==> config.mk <==
export PLATFORM = sky130hd
export DESIGN_NAME = tlt_ctrl
export DESIGN_NICKNAME = d
export VERILOG_FILES = /design/src/rtl/tlt_tx_fifo.v /design/src/rtl/tlt_ctrl.v
export VERILOG_INCLUDE_DIRS = /design/src /design/src/rtl
export SDC_FILE = /design/constraint.sdc
export NUM_CORES = 1
export LEC_CHECK = 0
export BUFFER_PORTS_ARGS = -buffer_cell sky130_fd_sc_hd__buf_4
export CAP_MARGIN = 5
export CORE_ASPECT_RATIO = 0.75
export CORE_MARGIN = 5
export CORE_UTILIZATION = 51
export DETAILED_ROUTE_END_ITERATION = 10
export PLACE_DENSITY = 0.8
export SLEW_MARGIN = 20
export SYNTH_ARGS = -nofsm -noshare
export SYNTH_HDL_FRONTEND = slang
export SYNTH_SLANG_ARGS = --single-unit
==> constraint.sdc <==
create_clock -name ref_clk -period 2.7 [get_ports ref_clk]
set_input_delay 0.135 -clock ref_clk [delete_from_list [all_inputs] [get_ports ref_clk]]
set_output_delay 0.135 -clock ref_clk [all_outputs]
set_load 0.02 [all_outputs]
==> src/rtl/tlt_defines.vh <==
/*
 * Shared constants of the transceiver loopback and timing control block:
 * register indices, bus byte addresses, field positions, reset values and counts.
 * Assumes inclusion by bare name from files under rtl/.
 */
`ifndef TLT_DEFINES_VH
`define TLT_DEFINES_VH

// ==========================================================================
// Register indices and Wishbone byte addresses (byte address = 4 * index)
`define TLT_IDX_CFG1 8'h04
`define TLT_IDX_DIAG 8'h05
`define TLT_IDX_FIFO 8'h06
`define TLT_ADR_W 8
`define TLT_ADR_CFG1 8'h10
`define TLT_ADR_DIAG 8'h14
`define TLT_ADR_FIFO 8'h18

// ==========================================================================
// Configuration one control fields
`define TLT_B_SD_POL 6
`define TLT_B_LT_JA 5
`define TLT_B_LT_PLAIN 4
`define TLT_B_LOS_MUTE 3
`define TLT_B_RX_DIS 2
`define TLT_B_CFG1_RSVD 1
`define TLT_B_VCXO_LD 0

// ==========================================================================
// Diagnostic loopback control fields
`define TLT_B_DIGITAL_LOCAL_LOOPBACK 2
`define TLT_B_RLOOP_S 1
`define TLT_B_RLOOP_P 0

// ==========================================================================
// FIFO control and status fields
`define TLT_B_FLUSH_REQ 0
`define TLT_B_FLUSH_BUSY 1
`define TLT_B_SD_STAT 2
`define TLT_B_LOS_STAT 3

// ==========================================================================
// Reset values and widths
`define TLT_CFG1_RST 8'h00
`define TLT_DIAG_RST 3'h0
`define TLT_DATA_W 4
`define TLT_ZERO_DATA 4'h0
`define TLT_ZERO_WORD 32'h0000_0000

// ==========================================================================
// Counts: flush lands inside the allowed 8 to 10 cycle window
`define TLT_FLUSH_CYC 4'h9
`define TLT_FIFO_DEPTH 4
`define TLT_PTR_W 2
`define TLT_DIV16_HALF 5'h08
`define TLT_DIV32_HALF 5'h10

`endif

==> src/rtl/tlt_tx_fifo.v <==
/*
 * Transmit elastic FIFO of the loopback block with its manual flush sequencer.
 * Assumes one clock, an already synchronised active-low reset and a clock enable.
 */
`timescale 1ns/1ps
`default_nettype none
`include "tlt_defines.vh"

module tlt_tx_fifo (
    input wire clk,
    input wire rst_n,
    input wire clk_en,
    input wire flush_req,
    input wire [`TLT_DATA_W-1:0] wr_data,
    output reg [`TLT_DATA_W-1:0] rd_data_q,
    output reg busy_q
);

    reg [`TLT_DATA_W-1:0] mem [0:`TLT_FIFO_DEPTH-1];
    reg [`TLT_PTR_W-1:0] wp_q;
    reg [3:0] cnt_q;
    reg req_q;
    wire [`TLT_PTR_W-1:0] rp;
    wire flushing;

    // Read the oldest entry: one slot ahead of the write pointer
    assign rp = wp_q + 2'h1;
    assign flushing = flush_req | busy_q;

    // ======================================================================
    // Storage, one writer per entry
    genvar g;
    generate
        for (g = 0; g < `TLT_FIFO_DEPTH; g = g + 1) begin : g_ent
            always @(posedge clk or negedge rst_n) begin
                if (!rst_n) begin
                    mem[g] <= `TLT_ZERO_DATA;
                end else if (clk_en) begin
                    if (flushing) begin
                        mem[g] <= `TLT_ZERO_DATA;
                    end else if (wp_q == g) begin
                        mem[g] <= wr_data;
                    end
                end
            end
        end
    endgenerate

    // ======================================================================
    // Pointer, flush countdown and read port
    always @(posedge clk or negedge rst_n) begin
        if (!rst_n) begin
            wp_q <= {`TLT_PTR_W{1'b0}};
            cnt_q <= 4'h0;
            req_q <= 1'b0;
            busy_q <= 1'b0;
            rd_data_q <= `TLT_ZERO_DATA;
        end else if (clk_en) begin
            req_q <= flush_req;
            if (flush_req) begin
                busy_q <= 1'b1;
                cnt_q <= 4'h0;
            end else if (req_q) begin
                cnt_q <= `TLT_FLUSH_CYC - 4'h1;
            end else if (busy_q) begin
                if (cnt_q == 4'h0) begin
                    busy_q <= 1'b0; // RQ16
                end else begin
                    cnt_q <= cnt_q - 4'h1;
                end
            end
            wp_q <= flushing ? {`TLT_PTR_W{1'b0}} : wp_q + 2'h1;
            rd_data_q <= flushing ? `TLT_ZERO_DATA : mem[rp];
        end
    end

endmodule // tlt_tx_fifo
`default_nettype wire

==> src/rtl/tlt_ctrl.v <==
/*
 * Loopback and loop-timing control registers with the datapath steering they select.
 * Assumes a classic Wishbone master on ref_clk; detect pins are asynchronous,
 * all data inputs and the recovered clock tick come from logic on ref_clk.
 */
`timescale 1ns/1ps
`default_nettype none
`include "tlt_defines.vh"

// Function
// RQ1 - The detect polarity bit picks whether the external detect pin counts as asserted low or high.
// RQ2 - The jitter-attenuated loop timing bit routes the recovered clock to the de-jitter PLL reference.
// RQ3 - Plain loop timing replaces the local reference with the recovered clock divided by 16 or 32.
// RQ4 - With the mute bit set, loss of signal forces all four receive outputs to zero.
// RQ5 - The receive disable bit forces the receive bus to zero regardless of data.
// RQ6 - The VCXO lock detector runs only while its enable bit is set.
// RQ7 - Digital local loopback returns the transmit inputs onto the receive outputs.
// RQ8 - During digital local loopback the serial transmit output keeps carrying valid data.
// RQ9 - Serial remote loopback sends the received serial input straight back out on transmit.
// RQ10 - During serial remote loopback the receive outputs keep showing recovered data.
// RQ11 - Digital local and serial remote loopback may be enabled at the same time.
// RQ12 - Parallel remote loopback sends deserialized receive data through the FIFO to transmit.
// RQ13 - Software keeps the other two loopbacks off while parallel remote loopback is on.
// RQ14 - Software flushes the transmit FIFO whenever parallel remote loopback changes.
// RQ15 - Software writes zero to the reserved bit one of the first register.
// RQ16 - The FIFO flush completes within 8 to 10 cycles after the flush bit drops.
// RQ17 - Reset clears every control bit and unused bits read as zero.
module tlt_ctrl (
    input wire ref_clk,
    input wire rst_b,
    input wire clk_en,
    input wire wb_cyc_i,
    input wire wb_stb_i,
    input wire wb_we_i,
    input wire [`TLT_ADR_W-1:0] wb_adr_i,
    input wire [3:0] wb_sel_i,
    input wire [31:0] wb_dat_i,
    output reg [31:0] wb_dat_o,
    output reg wb_ack_o,
    input wire ext_signal_detect_in,
    input wire loss_of_signal_detect,
    input wire [`TLT_DATA_W-1:0] tx_par_data_in,
    input wire [`TLT_DATA_W-1:0] rx_deser_data_in,
    input wire rx_serial_in,
    input wire serializer_bit_in,
    input wire ext_local_ref_in,
    input wire rec_clk_tick,
    input wire div32_sel,
    output reg [`TLT_DATA_W-1:0] rx_parallel_data_out,
    output wire [`TLT_DATA_W-1:0] tx_fifo_data_out,
    output reg tx_serial_out,
    output reg cmu_ref_out,
    output reg dejitter_ref_out,
    output reg vcxo_lock_detect_en,
    output reg signal_detect_out
);

    // ======================================================================
    // Reset release
    reg rst_s1_q;
    reg rst_s2_q;
    wire rst_n;

    always @(posedge ref_clk or negedge rst_b) begin
        if (!rst_b) begin
            rst_s1_q <= 1'b0;
            rst_s2_q <= 1'b0;
        end else begin
            rst_s1_q <= 1'b1;
            rst_s2_q <= rst_s1_q;
        end
    end
    assign rst_n = rst_s2_q;

    // ======================================================================
    // Pin synchronisers: a change counts once stages two and three agree
    reg [2:0] sd_sync_q;
    reg [2:0] los_sync_q;
    reg sd_pin_q;
    reg los_pin_q;

    always @(posedge ref_clk or negedge rst_n) begin
        if (!rst_n) begin
            sd_sync_q <= 3'h0;
            los_sync_q <= 3'h0;
            sd_pin_q <= 1'b0;
            los_pin_q <= 1'b0;
        end else if (clk_en) begin
            sd_sync_q <= {sd_sync_q[1:0], ext_signal_detect_in};
            los_sync_q <= {los_sync_q[1:0], loss_of_signal_detect};
            if (sd_sync_q[1] == sd_sync_q[2]) begin
                sd_pin_q <= sd_sync_q[2];
            end
            if (los_sync_q[1] == los_sync_q[2]) begin
                los_pin_q <= los_sync_q[2];
            end
        end
    end

    // ======================================================================
    // Control registers
    reg [7:0] cfg1_q;
    reg [2:0] diag_q;
    reg flush_req_q;
    wire flush_busy;
    wire wb_req;
    wire wb_wr;
    wire sel_cfg1;
    wire sel_diag;
    wire sel_fifo;
    wire sd_pol;
    wire lt_ja;
    wire lt_plain;
    wire los_mute;
    wire rx_dis;
    wire digital_local_loopback;
    wire rloop_s;
    wire rloop_p;

    assign wb_req = wb_cyc_i & wb_stb_i & ~wb_ack_o;
    assign wb_wr = wb_req & wb_we_i & wb_sel_i[0];
    assign sel_cfg1 = (wb_adr_i == `TLT_ADR_CFG1);
    assign sel_diag = (wb_adr_i == `TLT_ADR_DIAG);
    assign sel_fifo = (wb_adr_i == `TLT_ADR_FIFO);

    assign sd_pol = cfg1_q[`TLT_B_SD_POL];
    assign lt_ja = cfg1_q[`TLT_B_LT_JA];
    assign lt_plain = cfg1_q[`TLT_B_LT_PLAIN];
    assign los_mute = cfg1_q[`TLT_B_LOS_MUTE];
    assign rx_dis = cfg1_q[`TLT_B_RX_DIS];
    assign digital_local_loopback = diag_q[`TLT_B_DIGITAL_LOCAL_LOOPBACK];
    assign rloop_s = diag_q[`TLT_B_RLOOP_S];
    assign rloop_p = diag_q[`TLT_B_RLOOP_P];

    // Bit seven of the first register is always written zero and the diagnostic register stops at bit two, so both read zero
    always @(posedge ref_clk or negedge rst_n) begin
        if (!rst_n) begin
            cfg1_q <= `TLT_CFG1_RST; // RQ17
            diag_q <= `TLT_DIAG_RST; // RQ17
            flush_req_q <= 1'b0; // RQ17
        end else if (clk_en) begin
            if (wb_wr && sel_cfg1) begin
                cfg1_q <= {1'b0, wb_dat_i[6:0]}; // RQ17
            end
            if (wb_wr && sel_diag) begin
                diag_q <= wb_dat_i[2:0]; // RQ11
            end
            if (wb_wr && sel_fifo) begin
                flush_req_q <= wb_dat_i[`TLT_B_FLUSH_REQ];
            end
        end
    end

    // ======================================================================
    // Wishbone answer: one cycle after the request, every address acked
    reg [31:0] rd_mux;

    always @* begin
        rd_mux = `TLT_ZERO_WORD;
        if (sel_cfg1) begin
            rd_mux[7:0] = cfg1_q;
        end else if (sel_diag) begin
            rd_mux[2:0] = diag_q;
        end else if (sel_fifo) begin
            rd_mux[`TLT_B_FLUSH_REQ] = flush_req_q;
            rd_mux[`TLT_B_FLUSH_BUSY] = flush_busy;
            rd_mux[`TLT_B_SD_STAT] = signal_detect_out;
            rd_mux[`TLT_B_LOS_STAT] = los_pin_q;
        end
    end

    always @(posedge ref_clk or negedge rst_n) begin
        if (!rst_n) begin
            wb_ack_o <= 1'b0;
            wb_dat_o <= `TLT_ZERO_WORD;
        end else if (clk_en) begin
            wb_ack_o <= wb_req;
            if (wb_req && !wb_we_i) begin
                wb_dat_o <= rd_mux;
            end
        end
    end

    // ======================================================================
    // Recovered clock divider for loop timing
    reg [4:0] div_cnt_q;
    reg div_clk_q;
    wire [4:0] div_half;

    assign div_half = div32_sel ? `TLT_DIV32_HALF : `TLT_DIV16_HALF;

    always @(posedge ref_clk or negedge rst_n) begin
        if (!rst_n) begin
            div_cnt_q <= 5'h00;
            div_clk_q <= 1'b0;
        end else if (clk_en && rec_clk_tick) begin
            if (div_cnt_q == div_half - 5'h01) begin
                div_cnt_q <= 5'h00;
                div_clk_q <= ~div_clk_q; // RQ3
            end else begin
                div_cnt_q <= div_cnt_q + 5'h01;
            end
        end
    end

    // ======================================================================
    // Transmit FIFO; parallel remote loopback feeds it from the deserializer
    // Mixed loopback modes are not arbitrated: software keeps parallel remote loopback exclusive
    wire [`TLT_DATA_W-1:0] fifo_in;

    assign fifo_in = rloop_p ? rx_deser_data_in : tx_par_data_in; // RQ12 RQ13

    tlt_tx_fifo u_fifo (
        .clk(ref_clk),
        .rst_n(rst_n),
        .clk_en(clk_en),
        .flush_req(flush_req_q), // RQ14
        .wr_data(fifo_in),
        .rd_data_q(tx_fifo_data_out),
        .busy_q(flush_busy)
    );

    // ======================================================================
    // Receive output, transmit serial, timing references and status
    reg [`TLT_DATA_W-1:0] rx_sel;

    always @* begin
        rx_sel = rx_deser_data_in; // RQ10 RQ12
        if (digital_local_loopback) begin
            rx_sel = tx_par_data_in; // RQ7
        end
        if (los_mute && los_pin_q) begin
            rx_sel = `TLT_ZERO_DATA; // RQ4
        end
        if (rx_dis) begin
            rx_sel = `TLT_ZERO_DATA; // RQ5
        end
    end

    always @(posedge ref_clk or negedge rst_n) begin
        if (!rst_n) begin
            rx_parallel_data_out <= `TLT_ZERO_DATA;
            tx_serial_out <= 1'b0;
            cmu_ref_out <= 1'b0;
            dejitter_ref_out <= 1'b0;
            vcxo_lock_detect_en <= 1'b0;
            signal_detect_out <= 1'b0;
        end else if (clk_en) begin
            rx_parallel_data_out <= rx_sel;
            // Serializer keeps running in local loopback
            tx_serial_out <= rloop_s ? rx_serial_in : serializer_bit_in; // RQ8 RQ9
            cmu_ref_out <= lt_plain ? div_clk_q : ext_local_ref_in; // RQ3
            dejitter_ref_out <= lt_ja ? div_clk_q : 1'b0; // RQ2
            vcxo_lock_detect_en <= cfg1_q[`TLT_B_VCXO_LD]; // RQ6
            signal_detect_out <= sd_pol ? sd_pin_q : ~sd_pin_q; // RQ1
        end
    end

endmodule // tlt_ctrl
`default_nettype wire

Yosys cells after proc, flatten, opt, wreduce, memory -nomap -nowiden
Cells that the tools add are included.

ROM bits: 0. Word-level logic and storage cells: 116. Bits of input ports: 65. Memory bits (writable): 0. Register bits: 73. Memories: 0. Latch bits: 0.

Div/mod/pow operators: 0. Bitwise operators: 9. Magnitude comparators: 1. Shift operators: 0. Multiplexer cells: 36. Equal/unequal tests: 11. $mul: 0. Add/subtract/negate cells: 4. Reduce and logical (&&, ||, !) cells: 27.

Operators by type and width (number): 4-bit two-way mux (21); 8-bit by 5-bit == test with 1-bit output (second input constant) (3); 2-bit AND reduction (12); 5-bit two-way mux (2); 1-bit two-way mux (9); 4-bit binary-select mux with 2-bit select (1); 2-bit nonzero test (4); 1-bit logical AND (6); 3-bit two-way mux (2); 5-bit by 1-bit adder with 5-bit output (second input constant) (1); 5-bit == test (1); 5-bit by 1-bit subtractor with 5-bit output (second input constant) (1); 1-bit bitwise AND (4); 2-bit == test (second input constant) (2); 4-bit logical NOT (1); 4-bit by 1-bit subtractor with 4-bit output (second input constant) (1); 3-bit >= comparator (second input constant) (1); 3-bit by 2-bit != test with 1-bit output (second input constant) (1); 1-bit inverter (3); 2-bit inverter with 3-bit output (1); 3-bit AND reduction (1); 3-bit nonzero test (1); 2-bit by 1-bit adder with 2-bit output (second input constant) (1); 1-bit == test (2); other kinds (6) (6).

Longest topological paths before layout
Depth in word-level cells: 6. Gate-level depth with buffers: 6. Gate-level depth less buffers: 5.

Cells and area by module
From an unflattened synthesis, not the netlist that was laid out.

Cell total of the unflattened synthesis: 302. Area, all modules: 3599.7 µm².

By module, submodules not included: tlt_ctrl (sequential area each 1101.1 µm², cells an instance 190, times used 1, area each 2223.4 µm²); tlt_tx_fifo (sequential area each 700.7 µm², cells an instance 112, times used 1, area each 1376.3 µm²).

Least setup slack after synthesis
Ideal clock, no wire load.

Path type: register to register. Start: register wb_ack_o. End: register cfg1_q[0]. Cell stages (with the launch flop): 4. Library setup time: 0.125 ns. Buffers on the path: 0. Arrival time: 1.737 ns. Path slack: 0.839 ns. Cells stage by stage: dfrtp_1 -> nand4b_1 -> nor4_4 -> mux2_2.

Longest elaborated chain between the ends: 6.

Ends and longest elaborated chain: from (decl) (RTL line tlt_ctrl.v:39) `output reg wb_ack_o,`; from (signal assigned) (RTL line tlt_ctrl.v:177) `wb_ack_o <= wb_req;`; 1-bit inverter (RTL line tlt_ctrl.v:120) `assign wb_req = wb_cyc_i & wb_stb_i & ~wb_ack_o;`; 1-bit bitwise AND (RTL line tlt_ctrl.v:120); 1-bit bitwise AND (2 in series) (RTL line tlt_ctrl.v:121) `assign wb_wr = wb_req & wb_we_i & wb_sel_i[0];`; 1-bit logical AND (RTL line tlt_ctrl.v:142) `if (wb_wr && sel_cfg1) begin`; 2-bit AND reduction (no line); to (signal assigned) (RTL line tlt_ctrl.v:138) `` cfg1_q <= `TLT_CFG1_RST; ``; to (signal assigned) (RTL line tlt_ctrl.v:143) `cfg1_q <= {1'b0, wb_dat_i[6:0]};`; to (decl) (RTL line tlt_ctrl.v:102) `reg [7:0] cfg1_q;`.

Every way passes these cells. A chain may end at the register's enable or synchronous reset.

Worst setup path after layout
Start: register u_fifo.wp_q[0]. End: register u_fifo.rd_data_q[2].

Longest elaborated chain between the ends: 6.

Ends and longest elaborated chain: from (decl) (RTL line tlt_tx_fifo.v:20) `` reg [`TLT_PTR_W-1:0] wp_q; ``; from (signal assigned) (RTL line tlt_tx_fifo.v:53) `` wp_q <= {`TLT_PTR_W{1'b0}}; ``; from (signal assigned) (RTL line tlt_tx_fifo.v:72) `` wp_q <= flushing ? {`TLT_PTR_W{1'b0}} : wp_q + 2'h1; ``; 2-bit by 1-bit adder with 2-bit output (RTL line tlt_tx_fifo.v:27) `assign rp = wp_q + 2'h1;`; 2-bit inverter with 3-bit output (not written as such) (RTL line tlt_tx_fifo.v:73) `` rd_data_q <= flushing ? `TLT_ZERO_DATA : mem[rp]; ``; 4-bit binary-select mux with 2-bit select (RTL line tlt_tx_fifo.v:73); 4-bit two-way mux (not written as such) (2 in series) (RTL line tlt_tx_fifo.v:73); 4-bit two-way mux (RTL line tlt_tx_fifo.v:73); to (signal assigned) (RTL line tlt_tx_fifo.v:57) `` rd_data_q <= `TLT_ZERO_DATA; ``; to (signal assigned) (RTL line tlt_tx_fifo.v:73); to (decl) (RTL line tlt_tx_fifo.v:15) `` output reg [`TLT_DATA_W-1:0] rd_data_q, ``.

Every way passes these cells. The select of a mux whose other input is x is not followed.

==> metrics <==
status=completed; worst-path maximum fanout=7; Worst-Margin Slew=740.0 ps; switching pwr=about 0.0009 W; initial antenna violation count=0; max_slew headroom=50.21%; f_max=548.1 MHz; Clock Skews=11.01 ps; setup total negative slack=0 ps; Synth Instances=316; worst path required time=2910 ps; Inst Count DP=about 450; input/output buffers=between 50 and 60; Cell Area, Synth=3522 um^2; H-Tree Depth=3; Reg area=approximately 1800 um^2; number of nets in the layout=452; Rows=26; Worst Setup End Kind=register; fin cells=469; met2 GRT Util=26.72%; CTS max path bufs=2; first-pass GRT wire length=around 12 mm; Die Area=roughly 8700 um^2; area leader, netlist=dfrtp_1; GR Util met3=between 7 and 8%; chip height=roughly 82 um; Core ar.=6766 um^2; grt peak-use layer=met2; Crit path arrival time=2030 ps; Syn Area/Cell=11.15 um^2; layout cells sized above 1=28.57%; Hold Vio Cnt, Final=0; clock root buffer=clkbuf_8; Overflow after GRT=0; CTS tree=yes; Clk network pwr share=27.2%; Synth top area share=51.15%; CTS Sinks=approximately 70; RSZ-0062 raised after global routing=false; Tot GR Track Use=between 10% and 20%; asr flop ratio synth=100.0%; synth top area cells=dfrtp_1 (51%), mux2_2 (7.0%), buf_4 (5.3%), o21ai_0 (4.8%), nand2_1 (3.4%); DPL Wire Length=5.113 mm; total CTS buffers=9; Startpoint Class=register; largest net degree at the start of global routing=67; GRT met1 Usage=23.52%; final period utilization=67.57%; Lkg Pwr=2.032 nW; Cell Pwr Density=a little over 700 nW/um^2; Combinational Power Share=23.3%; Starting Density=between 50 and 60%; peak supply drop=437.9 uV; max_cap viols=0; clk_lat worst skew=350 ps; Initial DRC Count=122; final setup vio count=0; RD Place Congestion=0.7526; leading cell type in the layout, fill and taps excluded=dfrtp_1; max-slew violations=0; yosys warns=0; number of antenna diodes=0; vias in the first global route=around 2500; WL/cell=approximately 15 um; number of fillers in the final layout=543; Top FF cell, synth=dfrtp_1; area grow syn2layout=19.22%; register area share after synthesis=roughly half; Post-synth EDFFs=0; synth unique cells=~40; final wirelength=6.991 mm; reg2reg path depth=5; worst min path class=in2reg; via count=2505; CP Class=reg2reg; clock transition at the registers of the reported paths=about 70 ps; Synth Register Bits=72; DR pass1 iterations=4; area of the multi-input gates=1516 um^2; die width=106.0 um; sw frac=30.28%; antenna viol nets, final=0; IO Pins=111; sequential group share of total power=49.5%; fin crit period=about 1800 ps; Vias/cell=5.341; DRC=0; internal power=between 0.002 and 0.0025 W; Hold Path Stages=2; Post-CTS Resized=0; most frequent cells in the layout=dfrtp_1 (71), buf_4 (63), o21ai_0 (34), nand2_1 (32), conb_1 (26)
registers in the layout (all words and copies together) (netlist names), 2 cells and up:
signal,flops
diag_q,3
wb_dat_o,7
u_fifo.mem,16
u_fifo.rd_data_q,4
cfg1_q,7
rx_parallel_data_out,4
los_sync_q,3
div_cnt_q,5
sd_sync_q,3
u_fifo.wp_q,2
u_fifo.cnt_q,4
cell families (layout without fill, tap and decap cells):
family	Yosys count	in the layout	share of synthesized area (%)
AO/OA/AOI/OAI	67	67	12.68
XOR/XNOR	4	4	0.9949
adder cells (fa/ha/maj)	7	7	2.487
buffers and inverters	53	98	8.348
flip-flops	72	72	51.15
multiplexers	37	37	12.72
other	2	26	0.2132
AND/OR/NAND/NOR	74	74	11.40
cell type report:
cell class	instances	share of cell area, %
clock inverters	5	1.371
multi-input cells	215	36.11
flip-flops and latches	72	42.94
clock buffers	11	3.129
repair buffers	68	12.69
inverters	14	1.251
well taps	84	2.503
through the flow:
| stage | area (um^2) | utilization (%) | power (W) | worst slack [ps] | hold WS (ps) |
|---|---|---|---|---|---|
| after floorplan | 3612 | - | 0.001962 | 546.5 | -160.6 |
| after global placement | 3970 | 58.67 | 0.002150 | 700.0 | -81.91 |
| after detailed placement | 3970 | 58.67 | 0.002194 | 703.8 | -81.29 |
| after CTS | 4169 | 61.61 | 0.003013 | 860.4 | 2.426 |
| after global routing | 4199 | 62.06 | 0.003185 | 737.4 | 2.142 |
| final | 4199 | 62.06 | 0.002982 | 875.5 | 22.91 |
power groups by stage:
stage | clock [W] | combinational [W] | sequential (W)
after floorplan | 0 | 0.000452 | 0.00151
after CTS | 0.000837 | 0.000698 | 0.00148
after global routing | 0.000890 | 0.000783 | 0.00151
final | 0.000810 | 0.000694 | 0.00148
after detailed placement | 0 | 0.000700 | 0.00149
after global placement | 0 | 0.000669 | 0.00148
synthesized netlist by cell type (2+ instances only):
| master | n |
|---|---|
| mux2i_1 | 11 |
| buf_1 | 2 |
| o31ai_1 | 4 |
| xor2_1 | 2 |
| nor2_1 | 9 |
| nand2_1 | 32 |
| buf_4 | 25 |
| nor4_4 | 2 |
| inv_1 | 14 |
| o2111a_1 | 2 |
| nor4_1 | 4 |
| xnor2_1 | 2 |
| o2bb2ai_1 | 7 |
| a22o_1 | 9 |
| or2_2 | 3 |
| o21ai_0 | 34 |
| clkbuf_1 | 11 |
| conb_1 | 2 |
| nand4b_1 | 3 |
| mux4_2 | 4 |
| or4_1 | 2 |
| dfrtp_1 | 72 |
| mux2_2 | 22 |
| nand3_1 | 9 |
| a311o_1 | 2 |
| ha_1 | 7 |
| a21oi_1 | 4 |
| nor2b_1 | 3 |
worst paths after layout:
kind / startpoint / slack [ps] / endpoint
worst max register to register: u_fifo.wp_q[0] / 880 / u_fifo.rd_data_q[2]
worst min register to register: rst_n / 70 / rx_parallel_data_out[2]
worst min-delay path: wb_dat_i[4] / 20 / cfg1_q[4]
max in group asynchronous: rst_n / 2060 / u_fifo.wp_q[0]
min in group asynchronous: rst_n / 70 / rx_parallel_data_out[2]
worst max-delay path: u_fifo.wp_q[0] / 880 / u_fifo.rd_data_q[2]
what timing repair did:
item | in CTS | in global routing
setup buffers | 0 | 0
hold buffers | 1 | 3
setup endpoints to repair | 0 | 0
hold endpoints to repair | 2 | 3
routing by layer:
metal / share of wire [%] / up-vias / wire length (um)
met3: 7.5 / 5 / 522
li1: - / 1204 / -
met5: 0 / - / 0
met1: 48 / 1208 / 3372
met4: 0.79 / 0 / 55
met2: 43 / 88 / 3040
critical path: stages, from the launching register on:
cell and delay (ps):
dfrtp_1 560, inv_1 170, ha_1 450, mux4_2 330
nand3_1 100, o21ai_0 90
Note: power is estimated with default switching activity, not from simulation.
